===== src/include/can_bit_timing_pkg.sv =====
/*
 * Constants for the CAN bit timing unit: register offsets, field
 * positions, reset values and the idle bit count.
 * Assumes a 32-bit APB register bus with one word per register.
 */
// Functional notes
// - Bit time is sync segment plus first segment plus second segment.
// - One quantum lasts the clock period times prescaler plus one.
// - Sync segment is always exactly one quantum.
// - First segment lasts field plus one quanta; field valid 2 to 15.
// - Second segment lasts field plus one quanta; field valid 1 to 7.
// - Effective jump width is field plus one quanta.
// - Bus level read at end of first segment is the bit value.
// - Edge phase errors lengthen first or shorten second segment.
// - Edges outside the sync segment are phase errors to correct.
// - Three-sample mode takes two extra samples one quantum apart before.
// - First segment holds propagation and phase one; second is phase two.
// - Jump width field 0 to 3 limits one resynchronization.
// - Sample-count bit one votes three samples; zero takes one.
package can_bit_timing_pkg;

	// Register indices; the byte address is four times the index.
	localparam logic [9:0]  timing0_index  = 10'h03F;
	localparam logic [9:0]  timing1_index  = 10'h04F;
	localparam logic [9:0]  control_index  = 10'h000;
	localparam logic [9:0]  status_index   = 10'h001;

	// Register byte offsets, one aligned word per register.
	localparam logic [11:0] timing0_offset = {timing0_index, 2'b00};
	localparam logic [11:0] timing1_offset = {timing1_index, 2'b00};
	localparam logic [11:0] control_offset = {control_index, 2'b00};
	localparam logic [11:0] status_offset  = {status_index, 2'b00};

	// Field positions in the timing words.
	localparam int prescaler_lsb = 0;
	localparam int jump_lsb      = 6;
	localparam int seg1_lsb      = 0;
	localparam int seg2_lsb      = 4;
	localparam int triple_bit    = 7;

	// Reset values of the fields.
	localparam logic [5:0] prescaler_reset = 6'h00;
	localparam logic [1:0] jump_reset      = 2'h0;
	localparam logic [3:0] seg1_reset      = 4'h4;
	localparam logic [2:0] seg2_reset      = 3'h2;

	// Recessive bits in a row after which the bus counts as idle.
	localparam logic [3:0] idle_bits = 4'hB;

endpackage

===== src/hw/can_bit_timing_unit.sv =====
/*
 * CAN bit timing unit: quantum prescaler, three-segment bit time,
 * hard sync and resynchronization, one or three samples per bit,
 * with timing fields on an APB slave.
 * Assumes can_rx is synchronous to sys_clk; dominant is low.
 */
// Added by the designer: the APB slave port and the placing of the registers.
`timescale 1ns/1ns
module can_bit_timing_unit (
	// Clock and reset.
	input  wire logic        sys_clk,
	input  wire logic        reset_n,
	// APB slave.
	input  wire logic        psel,
	input  wire logic        penable,
	input  wire logic        pwrite,
	input  wire logic [11:0] paddr,
	input  wire logic [31:0] pwdata,
	input  wire logic [3:0]  pstrb,
	output logic             pready,
	output logic [31:0]      prdata,
	output logic             pslverr,
	// CAN bus.
	input  wire logic        can_rx,
	// Bit timing outputs.
	output logic             sample_strobe,
	output logic             sampled_bit,
	output logic             bit_start,
	output logic             bus_idle
);

	typedef enum logic [2:0] {
		seg_sync   = 3'b001,
		seg_before = 3'b010,
		seg_after  = 3'b100
	} segment_t;

	typedef struct packed {
		logic [5:0] quantum_prescaler;
		logic [1:0] resync_jump_width;
		logic [3:0] segment_before_sample;
		logic [2:0] segment_after_sample;
		logic       triple_sample;
		logic       enable;
		segment_t   segment;
		logic [4:0] quanta;
		logic [4:0] limit;
		logic       synced;
		logic       prev_rx;
		logic [1:0] early;
		logic [3:0] recessive;
		logic       pready;
		logic [31:0] prdata;
		logic       pslverr;
		logic       sample_strobe;
		logic       sampled_bit;
		logic       bit_start;
		logic       bus_idle;
	} unit_state_t;

	unit_state_t state;
	unit_state_t next_state;
	logic        quantum_tick;
	logic        edge_seen;
	logic [4:0]  jump;
	logic [4:0]  phase_err;
	logic        vote;
	logic        restart_now;

	// Majority of three samples.
	function automatic logic majority(input logic a, input logic b,
					  input logic c);
		majority = (a & b) | (a & c) | (b & c);
	endfunction

	quantum_divider divider (
		.sys_clk           (sys_clk),
		.reset_n           (reset_n),
		.quantum_prescaler (state.quantum_prescaler),
		.restart           (restart_now),
		.quantum_tick      (quantum_tick)
	);

	// Recessive-to-dominant transition and effective jump width.
	assign edge_seen = state.prev_rx & ~can_rx;
	assign jump = {3'b000, state.resync_jump_width} + 5'd1;
	assign vote = majority(state.early[1], state.early[0], can_rx);

	// Next state of the bit timing, sampling and register logic.
	always_comb begin
		next_state = state;
		next_state.pready = 1'b0;
		next_state.pslverr = 1'b0;
		next_state.sample_strobe = 1'b0;
		next_state.bit_start = 1'b0;
		restart_now = 1'b0;
		next_state.prev_rx = can_rx;
		phase_err = 5'd0;

		// APB access phase, answered with one wait state.
		if (psel && penable && !state.pready) begin
			next_state.pready = 1'b1;
			next_state.prdata = 32'h0000_0000;
			unique case (paddr)
			can_bit_timing_pkg::timing0_offset: begin
				next_state.prdata[7:0] = {state.resync_jump_width,
							  state.quantum_prescaler};
			end
			can_bit_timing_pkg::timing1_offset: begin
				next_state.prdata[7:0] = {state.triple_sample,
							  state.segment_after_sample,
							  state.segment_before_sample};
			end
			can_bit_timing_pkg::control_offset: begin
				next_state.prdata[0] = state.enable;
			end
			can_bit_timing_pkg::status_offset: begin
				next_state.prdata[4:0] = {state.segment, state.bus_idle,
							  state.sampled_bit};
			end
			default: begin
				next_state.pslverr = 1'b1;
			end
			endcase
		end

		// A write lands only at the edge at which the master sees pready.
		if (psel && penable && state.pready && pwrite && pstrb[0]) begin
			unique case (paddr)
			can_bit_timing_pkg::timing0_offset: begin
				next_state.quantum_prescaler = pwdata[5:0];
				next_state.resync_jump_width = pwdata[7:6];
			end
			can_bit_timing_pkg::timing1_offset: begin
				next_state.segment_before_sample = pwdata[3:0];
				next_state.segment_after_sample = pwdata[6:4];
				next_state.triple_sample = pwdata[7];
			end
			can_bit_timing_pkg::control_offset: begin
				next_state.enable = pwdata[0];
			end
			default: begin
			end
			endcase
		end

		if (!state.enable) begin
			next_state.segment = seg_sync;
			next_state.quanta = 5'd0;
			next_state.bus_idle = 1'b1;
			next_state.recessive = 4'h0;
		end else if (edge_seen && state.bus_idle) begin
			// Hard sync: the next clock starts the sync quantum.
			next_state.segment = seg_sync;
			next_state.quanta = 5'd0;
			restart_now = 1'b1;
			next_state.bit_start = 1'b1;
			next_state.bus_idle = 1'b0;
			next_state.synced = 1'b1;
		end else begin
			// One resynchronization per bit, edges outside sync only.
			if (edge_seen && !state.synced &&
			    state.segment != seg_sync) begin
				next_state.synced = 1'b1;
				if (state.segment == seg_before) begin
					// Late edge: lengthen the first segment.
					phase_err = state.quanta + 5'd1;
					next_state.limit = state.limit +
						((phase_err < jump) ? phase_err : jump);
				end else begin
					// Early edge: shorten the second segment.
					phase_err = state.limit - state.quanta;
					if (phase_err <= jump) begin
						next_state.segment = seg_sync;
						next_state.quanta = 5'd0;
						restart_now = 1'b1;
						next_state.bit_start = 1'b1;
						next_state.synced = 1'b0;
					end else begin
						next_state.limit = state.limit - jump;
					end
				end
			end
			if (quantum_tick && !restart_now) begin
				unique case (state.segment)
				seg_sync: begin
					// Sync segment lasts one quantum.
					next_state.segment = seg_before;
					next_state.quanta = 5'd0;
					next_state.limit = {1'b0, state.segment_before_sample}
						;
				end
				seg_before: begin
					if (state.quanta + 5'd2 >= next_state.limit &&
					    state.quanta < next_state.limit) begin
						// Extra samples in the two quanta before the last one.
						next_state.early = {state.early[0], can_rx};
					end
					if (state.quanta >= next_state.limit) begin
						next_state.sample_strobe = 1'b1;
						next_state.sampled_bit = state.triple_sample ?
							vote : can_rx;
						next_state.segment = seg_after;
						next_state.quanta = 5'd0;
						next_state.limit = {2'b00,
							state.segment_after_sample};
					end else begin
						next_state.quanta = state.quanta + 5'd1;
					end
				end
				seg_after: begin
					if (state.quanta >= next_state.limit) begin
						next_state.segment = seg_sync;
						next_state.quanta = 5'd0;
						next_state.bit_start = 1'b1;
						next_state.synced = 1'b0;
						next_state.recessive = next_state.sampled_bit ?
							((state.recessive == can_bit_timing_pkg::idle_bits)
							 ? state.recessive : state.recessive + 4'h1)
							: 4'h0;
						if (next_state.recessive ==
						    can_bit_timing_pkg::idle_bits) begin
							next_state.bus_idle = 1'b1;
						end
					end else begin
						next_state.quanta = state.quanta + 5'd1;
					end
				end
				endcase
			end
		end
	end

	// Registers the whole unit state.
	always_ff @(posedge sys_clk) begin
		if (!reset_n) begin
			state <= '0;
			state.quantum_prescaler <= can_bit_timing_pkg::prescaler_reset;
			state.resync_jump_width <= can_bit_timing_pkg::jump_reset;
			state.segment_before_sample <= can_bit_timing_pkg::seg1_reset;
			state.segment_after_sample <= can_bit_timing_pkg::seg2_reset;
			state.segment <= seg_sync;
			state.prev_rx <= 1'b1;
			state.sampled_bit <= 1'b1;
			state.bus_idle <= 1'b1;
			state.early <= 2'b11;
		end else begin
			state <= next_state;
		end
	end

	assign pready = state.pready;
	assign prdata = state.prdata;
	assign pslverr = state.pslverr;
	assign sample_strobe = state.sample_strobe;
	assign sampled_bit = state.sampled_bit;
	assign bit_start = state.bit_start;
	assign bus_idle = state.bus_idle;

endmodule


===== src/hw/quantum_divider.sv =====
/*
 * Time quantum divider: one-cycle enable every prescaler plus one clocks.
 * Assumes a single system clock and a synchronous active-low reset.
 */
`timescale 1ns/1ns
module quantum_divider (
	// Clock and reset.
	input  wire logic       sys_clk,
	input  wire logic       reset_n,
	// Control.
	input  wire logic [5:0] quantum_prescaler,
	input  wire logic       restart,
	// Quantum enable.
	output logic            quantum_tick
);

	typedef struct packed {
		logic [5:0] count;
	} div_state_t;

	div_state_t state;
	div_state_t next_state;

	// Counts clocks; restart at an edge makes the next clock the first one.
	always_comb begin
		next_state = state;
		if (restart) begin
			next_state.count = 6'h00;
		end else if (state.count >= quantum_prescaler) begin
			next_state.count = 6'h00;
		end else begin
			next_state.count = state.count + 6'h01;
		end
	end

	// Registers the divider state.
	always_ff @(posedge sys_clk) begin
		if (!reset_n) begin
			state <= '0;
		end else begin
			state <= next_state;
		end
	end

	// The tick marks the last clock of each quantum, with no extra delay.
	assign quantum_tick = (state.count >= quantum_prescaler);

endmodule


===== config.mk =====
export PLATFORM = sky130hd
export DESIGN_NAME = can_bit_timing_unit
export DESIGN_NICKNAME = d
export VERILOG_FILES = /design/src/include/can_bit_timing_pkg.sv /design/src/hw/can_bit_timing_unit.sv /design/src/hw/quantum_divider.sv
export SDC_FILE = /design/constraint.sdc
export NUM_CORES = 1
export LEC_CHECK = 0
export BUFFER_PORTS_ARGS = -buffer_cell sky130_fd_sc_hd__buf_2
export CAP_MARGIN = 30
export CORE_UTILIZATION = 60
export CTS_BUF_LIST = sky130_fd_sc_hd__clkbuf_16
export DETAILED_ROUTE_END_ITERATION = 10
export PLACE_DENSITY_LB_ADDON = 0.05
export SYNTH_ARGS = -nofsm -noshare
export SYNTH_HDL_FRONTEND = slang
export SYNTH_HIERARCHICAL = 1
export SYNTH_SLANG_ARGS = --single-unit

===== constraint.sdc =====
create_clock -name sys_clk -period 10.1 [get_ports sys_clk]
set_input_delay 0 -clock sys_clk [delete_from_list [all_inputs] [get_ports sys_clk]]
set_output_delay 0 -clock sys_clk [all_outputs]
set_load 0.05 [all_outputs]

==> results of run 1 <==
timing repair:
action	CTS	global route
endpoints found under the hold margin	16	0
buffers inserted	0	0
hold buffers	9	0
power by group through the flow:
| stage | clock [uW] | combinational (uW) | sequential [uW] |
|---|---|---|---|
| after floorplan | 0 | 39.9 | 237 |
| after global placement | 0 | 41.7 | 236 |
| after detailed placement | 0 | 42.1 | 236 |
| after CTS | 276 | 44.9 | 231 |
| after global routing | 292 | 47.9 | 231 |
| final | 275 | 45.2 | 231 |
worst reg2reg max path, delay by kind of cell, from the launching register on:
family,cells,cell delay [ns]
XOR/XNOR,1,0.11
multiplexers,1,0.38
flip-flops,1,0.50
adder cells (fa/ha/maj),4,1.22
AO/OA/AOI/OAI,8,1.64
AND/OR/NAND/NOR,4,1.29
state kept, by name, summed over array words and instances (netlist names):
| signal | flops |
|---|---|
| prdata | 8 |
| state | 38 |
| bit_start | 1 |
| bus_idle | 1 |
| sampled_bit | 1 |
| pready | 1 |
| divider/state | 6 |
| sample_strobe | 1 |
| pslverr | 1 |
area by class of cell:
cell class	instances	share of cell area
clock buffers	9	0.0478
clock inverters	7	0.00956
inverters	30	0.0239
multi-input cells	388	0.579
flip-flops and latches	58	0.247
well taps	96	0.0255
repair buffers	53	0.0680
layer usage:
metal  wire length [um]  part of all wire  global-route usage  vias up
met2               4750              0.49               0.475      100
met1               4310              0.45               0.347     1738
li1                   -                 -                   -     1837
met5                  0                 0                   0        -
met4                163             0.017              0.0788        0
met3                461             0.048              0.0549       17
final timing paths:
kind	start	to	cells past startpoint
setup / recovery	state[52]$_SDFFE_PP0P_	state[39]$_SDFFE_PN0P_	18
hold / removal	paddr[2]	state[59]$_SDFFE_PN0P_	5
setup reg to reg	state[52]$_SDFFE_PP0P_	state[39]$_SDFFE_PN0P_	18
hold reg to reg	divider/state[0]$_SDFF_PP0_	divider/state[0]$_SDFF_PP0_	1
cell families (layout without fill, tap and decap cells):
kind of cell               count (synthesis)  in the layout  synth area share
muxes                                     20             20            0.0484
adders and majority gates                 39             39             0.121
other                                      1             25          0.000889
xor gates and xnor gates                  19             19            0.0395
AOI/OAI and AO/OA                        114            114             0.193
and+or+nand+nor                          171            171             0.222
buffers and inverters                     77             99             0.100
DFF                                       58             58             0.275
through the flow:
step,cell area [um^2],hold slack (ns)
after floorplan,4310,0.101
after global placement,4350,0.235
after detailed placement,4350,0.243
after CTS,4710,0.120
after global routing,4710,0.160
final,4710,0.115
cell usage in the layout, fill, tap and decap left out, types with 8 or more instances in the layout:
cell type       n
xor2_1          9
nand2_1        31
nand2b_1       11
dfxtp_1        58
and2_1          9
conb_1         25
buf_2          40
nor2_1         30
nor2b_1        21
ha_1           36
nand3_1        22
clkbuf_16       9
dlygate4sd3_1   9
xnor2_1        10
a21oi_1        27
mux2i_1        17
inv_1          30
a31oi_1         8
o21ai_0        18
==> impl_metrics.toml, run 1 <==
[outcome]
status = "completed"

[detailed_routing]
drt_iter0_markers = 226
drt_wl_total_um = 9680
antenna_left = 0
drcViolationCount = 0
wl_per_cell_um = 15.1
firstDrtPassIters = 5
num_vias = 3692
vias_per_cell = 5.76

[sta]
hold_viol_final = 0
relSlewSlack = 0.367
rsz0062_at_grt = "false"
tightest_slew_ns = 0.948
setup_violations = 0
tns_ns = 0
slew_violations = 0
max_freq_mhz = 192
setup_ws_ns = 4.88
period_share = 0.517
skew_ns = 0.00847
post-route-min-period_ns = 5.22

[final_layout]
fillCellCount = 576
fin_cells = 641
regArea_mm2 = 0.00116
antenna_cells = 0
multiInputGateArea_mm2 = 0.00273
post-route-util = 0.693
drive_gt1_frac = 0.145
area_delta_synth_final_pct = 11.7
fin_nets = 633

[setup_path]
worst-path-buf-inv = 0
cp_top_family = "compound AO/OA/AOI/OAI gates"
cpPeakStageDelay_ns = 0.51
critPathMaxFanout = 7
reg2reg_slack_ns = 4.88
slowest_stage = "or4_1"
worstPathCellList = "ha_1, ha_1, a21boi_0, o21ai_0, nand2_1, mux2_2, ha_1, a21o_1, a21oi_1, xor2_1, a211o_1, a211o_1, ha_1, nand3_1, o21a_1, or3_1, or4_1, a31oi_1"
cp.arrival_ns = 5.47
crit_path_start_kind = "flip-flop"
worst_path_most_repeated_cell = "ha_1"
crit_required_ns = 10.35
end_kind = "flip-flop"
worstSetupPathType = "reg2reg"

[global_routing]
grt_max_degree = 43
grt_pass1_vias = 3445
grt_remaining_overflow = 0
grt_pass1_wl_um = 16000
antenna_found_initial = 0
grt_use_total = 0.275

[yosys]
synth_area_mm2 = 0.00422
ys.flop_type = "dfxtp_1"
synth_seq_cells = 58
yosysTopAreaCell = "dfxtp_1"
synth_edf_count = 0
synth.most_common_cell = "dfxtp_1"
synth_top_area_share = 0.275
async_flop_share = 0
ys_warn_count = 6
synth.area.top_cells = "dfxtp_1 28%, ha_1 11%, buf_4 5.9%, mux2i_1 4.0%, a21oi_1 3.2%"
synth_cells = 499
yosys-top-cells-count = "58 x dfxtp_1, 36 x ha_1, 33 x buf_4"
avgSynthCellArea_um2 = 8.45
ys_types = 66
yosysSeqAreaShare = 0.275

[pwr]
clkPwrFrac = 0.499
internal_power_uw = 406
power_frac_seq = 0.419
pwr-share-comb = 0.082
p_total_uw = 552
powerDensity_mw_per_mm2 = 117
switching_share = 0.264
p_leak_uw = 0.00194
switchingPower_uw = 145
ir_drop_uv = 85.4

[worst_hold_path]
hp-class = "in2reg"

[cts]
cts_made_buffers = 9
cts_buffer_depth = 2
cts_resized = 0
clk_pin_slew_ns = 0.06
cts-htree-levels = 3
clk_latency_ns = 0.32
cts_tree = "built"
cts_root_buf = "clkbuf_16"
cts_num_sinks = 58

[placed_design]
io_buffers = 40
place_hpwl_um = 7300
place_ws_ns = 4.91
place_inst = 616
gp_congestion = 0.917

[floorplan]
start_util = 0.621
fp.dieW_um = 85.8
core_area_mm2 = 0.00679
num_rows = 30
io_pins = 92
die_y_um = 85.8
die-area_mm2 = 0.00737

[job]
cap_violations = 0
Power figures use the tool's default switching activity.
==> run 2, diff against run 1 <==
--- a/config.mk
+++ b/config.mk
@@ -5,9 +5,10 @@
 export SDC_FILE = /design/constraint.sdc
 export NUM_CORES = 1
 export LEC_CHECK = 0
+export ABC_AREA = 1
 export BUFFER_PORTS_ARGS = -buffer_cell sky130_fd_sc_hd__buf_2
 export CAP_MARGIN = 30
-export CORE_UTILIZATION = 60
+export CORE_UTILIZATION = 50
 export CTS_BUF_LIST = sky130_fd_sc_hd__clkbuf_16
 export DETAILED_ROUTE_END_ITERATION = 10
 export PLACE_DENSITY_LB_ADDON = 0.05
==> constraint.sdc (replaced) <==
create_clock -name sys_clk -period 4.5 [get_ports sys_clk]
set_input_delay 0 -clock sys_clk [delete_from_list [all_inputs] [get_ports sys_clk]]
set_output_delay 0 -clock sys_clk [all_outputs]
set_load 0.05 [all_outputs]
==> impl_metrics.toml, run 2 <==
[outcome]
status = "completed"

[final_layout]
antenna_cells = 0
drive_gt1_frac = 0.163
final_common_cell = "nand2_1"
largest_register_ffs = 38
final_cell_mix = "113 x nand2_1, 98 x inv_1, 62 x nor2_1"
finalInstanceArea_mm2 = 0.00492
post-route-util = 0.602
area_delta_synth_final_pct = 17.1
regMostFlops = "state"
fillCellCount = 815
fin_nets = 762

[floorplan]
num_rows = 33
die-area_mm2 = 0.00877
core_area_mm2 = 0.00818
fp.dieW_um = 93.7
start_util = 0.514
die_y_um = 93.7
io_pins = 92

[detailed_routing]
drcViolationCount = 0
vias_per_cell = 5.14
num_vias = 4004
antenna_left = 0
wl_per_cell_um = 13.2
drt_iter0_markers = 210
firstDrtPassIters = 5
drt_wl_total_um = 10300

[yosys]
synth_seq_cells = 58
synth_edf_count = 0
synth.area.top_cells = "dfxtp_1 28%, ha_1 11%, nand2_1 10%, inv_1 8.9%, buf_4 5.7%"
synth_cells = 610
synth.most_common_cell = "nand2_1"
synth_area_mm2 = 0.00420
synth_simple_gate_area_share = 0.275
synth_top_area_share = 0.276
yosys.area_share.xor_xnor = 0.0208
ys.flop_type = "dfxtp_1"
ys_types = 41
yosys-top-cells-count = "116 x nand2_1, 100 x inv_1, 64 x nor2_1"
yosysSeqAreaShare = 0.276
synth.mux.area_fraction = 0
yosysTopAreaCell = "dfxtp_1"
synth_top_family_by_area = "simple AND/OR/NAND/NOR gates"
avgSynthCellArea_um2 = 6.89
ys_warn_count = 6
synth_compound_area_frac = 0.146
synth_fa_ha_area_frac = 0.122
async_flop_share = 0

[sta]
post-route-min-period_ns = 4.21
period_share = 0.936
hold_viol_final = 0
tightest_slew_ns = 0.781
whs_ns = 0.0310
relSlewSlack = 0.477
max_freq_mhz = 237
slew_violations = 0
setup_violations = 0
skew_ns = 0.00477

[worst_hold_path]
hold_path_end = "state[59]$_SDFFE_PN0P_"
hold_depth = 4
min-delay-start = "paddr[2]"
hp-class = "in2reg"

[setup_path]
crit_path_start_kind = "flip-flop"
reg2reg_depth = 25
reg2reg_slack_ns = 0.29
critPathMaxFanout = 4
r2r-end = "state[48]$_SDFFE_PN0P_"
crit_required_ns = 4.75
timing.rr.start = "state[69]$_SDFFE_PN0P_"
cp.arrival_ns = 4.46
worstSetupPathType = "reg2reg"
end_kind = "flip-flop"

[cts]
clk_pin_slew_ns = 0.06
cts-htree-levels = 3
cts_root_buf = "clkbuf_16"
clk_latency_ns = 0.33
cts_made_buffers = 9
cts_num_sinks = 58
cts_tree = "built"
cts_buffer_depth = 2

[pwr]
ir_drop_uv = 211
p_leak_uw = 0.00243
powerDensity_mw_per_mm2 = 256
p_total_uw = 1260

[placed_design]
place_hpwl_um = 7990
io_buffers = 40
place_area_mm2 = 0.00443
gp_congestion = 0.855

[global_routing]
grt_use_total = 0.248
grt_remaining_overflow = 0
grt_pass1_wl_um = 16900
grt_max_degree = 23
grt_pass1_vias = 3592
antenna_found_initial = 0

[job]
cap_violations = 0
[run 2: changes by cell type in the layout (fill, tap and decap cells not counted), sizes merged, moves of 11 or more]
cell and change:
nor2b -21, nand2b -11, mux2i -17, inv +75, nor2 +36, nand2 +89
[run 2: worst max-delay path by stage]
| stage | startpoint | end | slack, ns |
|---|---|---|---|
| global placement | state[52]$_SDFFE_PP0P_ | state[48]$_SDFFE_PN0P_ | 0.15 |
| CTS | state[52]$_SDFFE_PP0P_ | state[55]$_SDFFE_PP0P_ | 0.002 |
| global route | state[51]$_SDFFE_PP0P_ | state[40]$_SDFFE_PN0P_ | -0.04 |
| detailed placement | state[52]$_SDFFE_PP0P_ | state[41]$_SDFFE_PN0P_ | 0.008 |
| floorplan | state[52]$_SDFFE_PP0P_ | state[38]$_SDFFE_PN0P_ | 0.37 |
| finish | state[69]$_SDFFE_PN0P_ | state[48]$_SDFFE_PN0P_ | 0.29 |
[run 2: what timing repair did]
| action | in CTS | in global routing |
|---|---|---|
| gates resized for setup | 1 | 28 |
| setup buffers | 0 | 4 |
| pin swaps | 0 | 15 |
| setup endpoints to repair | 1 | 24 |
| endpoints found under the hold margin | 17 | 0 |
| hold buffers | 9 | 0 |
[run 2: per-layer routing]
layer | wire [um] | track usage
met5 | 0 | 0
met1 | 4870 | 0.328
met3 | 405 | 0.0453
met4 | 111 | 0.0667
met2 | 4920 | 0.415
[run 2: layout make-up]
| cell class | instances | area (um^2) | share of cell area |
|---|---|---|---|
| timing repair buffer | 63 | 399 | 0.0811 |
| clock inverter | 7 | 55.1 | 0.0112 |
| inverter | 105 | 404 | 0.0822 |
| multi-input combinational | 432 | 2540 | 0.516 |
| tap | 105 | 131 | 0.0267 |
| sequential | 58 | 1160 | 0.237 |
| clock buffer | 9 | 225 | 0.0458 |
[run 2: cell families after synthesis]
group | after synthesis
compound gates | 103
xor+xnor | 10
fa+ha+maj | 39
buf+inv | 144
flops | 58
other cells | 1
simple gates | 255
[run 2: through the flow]
step / cells / setup slack (ns) / setup TNS [ns]
after floorplan: 634 / 0.367 / 0
after global placement: 750 / 0.150 / 0
after detailed placement: 750 / 0.00845 / 0
after CTS: 775 / 0.00248 / 0
after global routing: 779 / -0.0357 / -0.0872
final: 779 / 0.289 / 0
[run 2: power breakdown]
| group | switching [uW] | leakage (uW) | internal, uW |
|---|---|---|---|
| Combinational | 80.5 | 0.00182 | 20.7 |
| Sequential | 1.12 | 0.000470 | 516 |
| Clock | 266 | 0.000132 | 375 |
[run 2: critical path, cell delays in order, from the launching register on]
cell	delay, ns
dfxtp_1	0.42
ha_4	0.15
inv_1	0.10
ha_1	0.33
a21oi_1	0.13
o211ai_1	0.17
buf_4	0.18
o21ai_2	0.11
ha_2	0.19
inv_1	0.05
fa_2	0.35
inv_1	0.07
nor2_1	0.03
o21ai_0	0.13
o21ai_0	0.12
nand2_1	0.11
nand2_1	0.11
ha_1	0.32
a21oi_1	0.13
o21a_1	0.16
nand3_2	0.12
inv_4	0.10
nand2_1	0.09
a21oi_2	0.23
nand3_1	0.10
a21oi_1	0.15
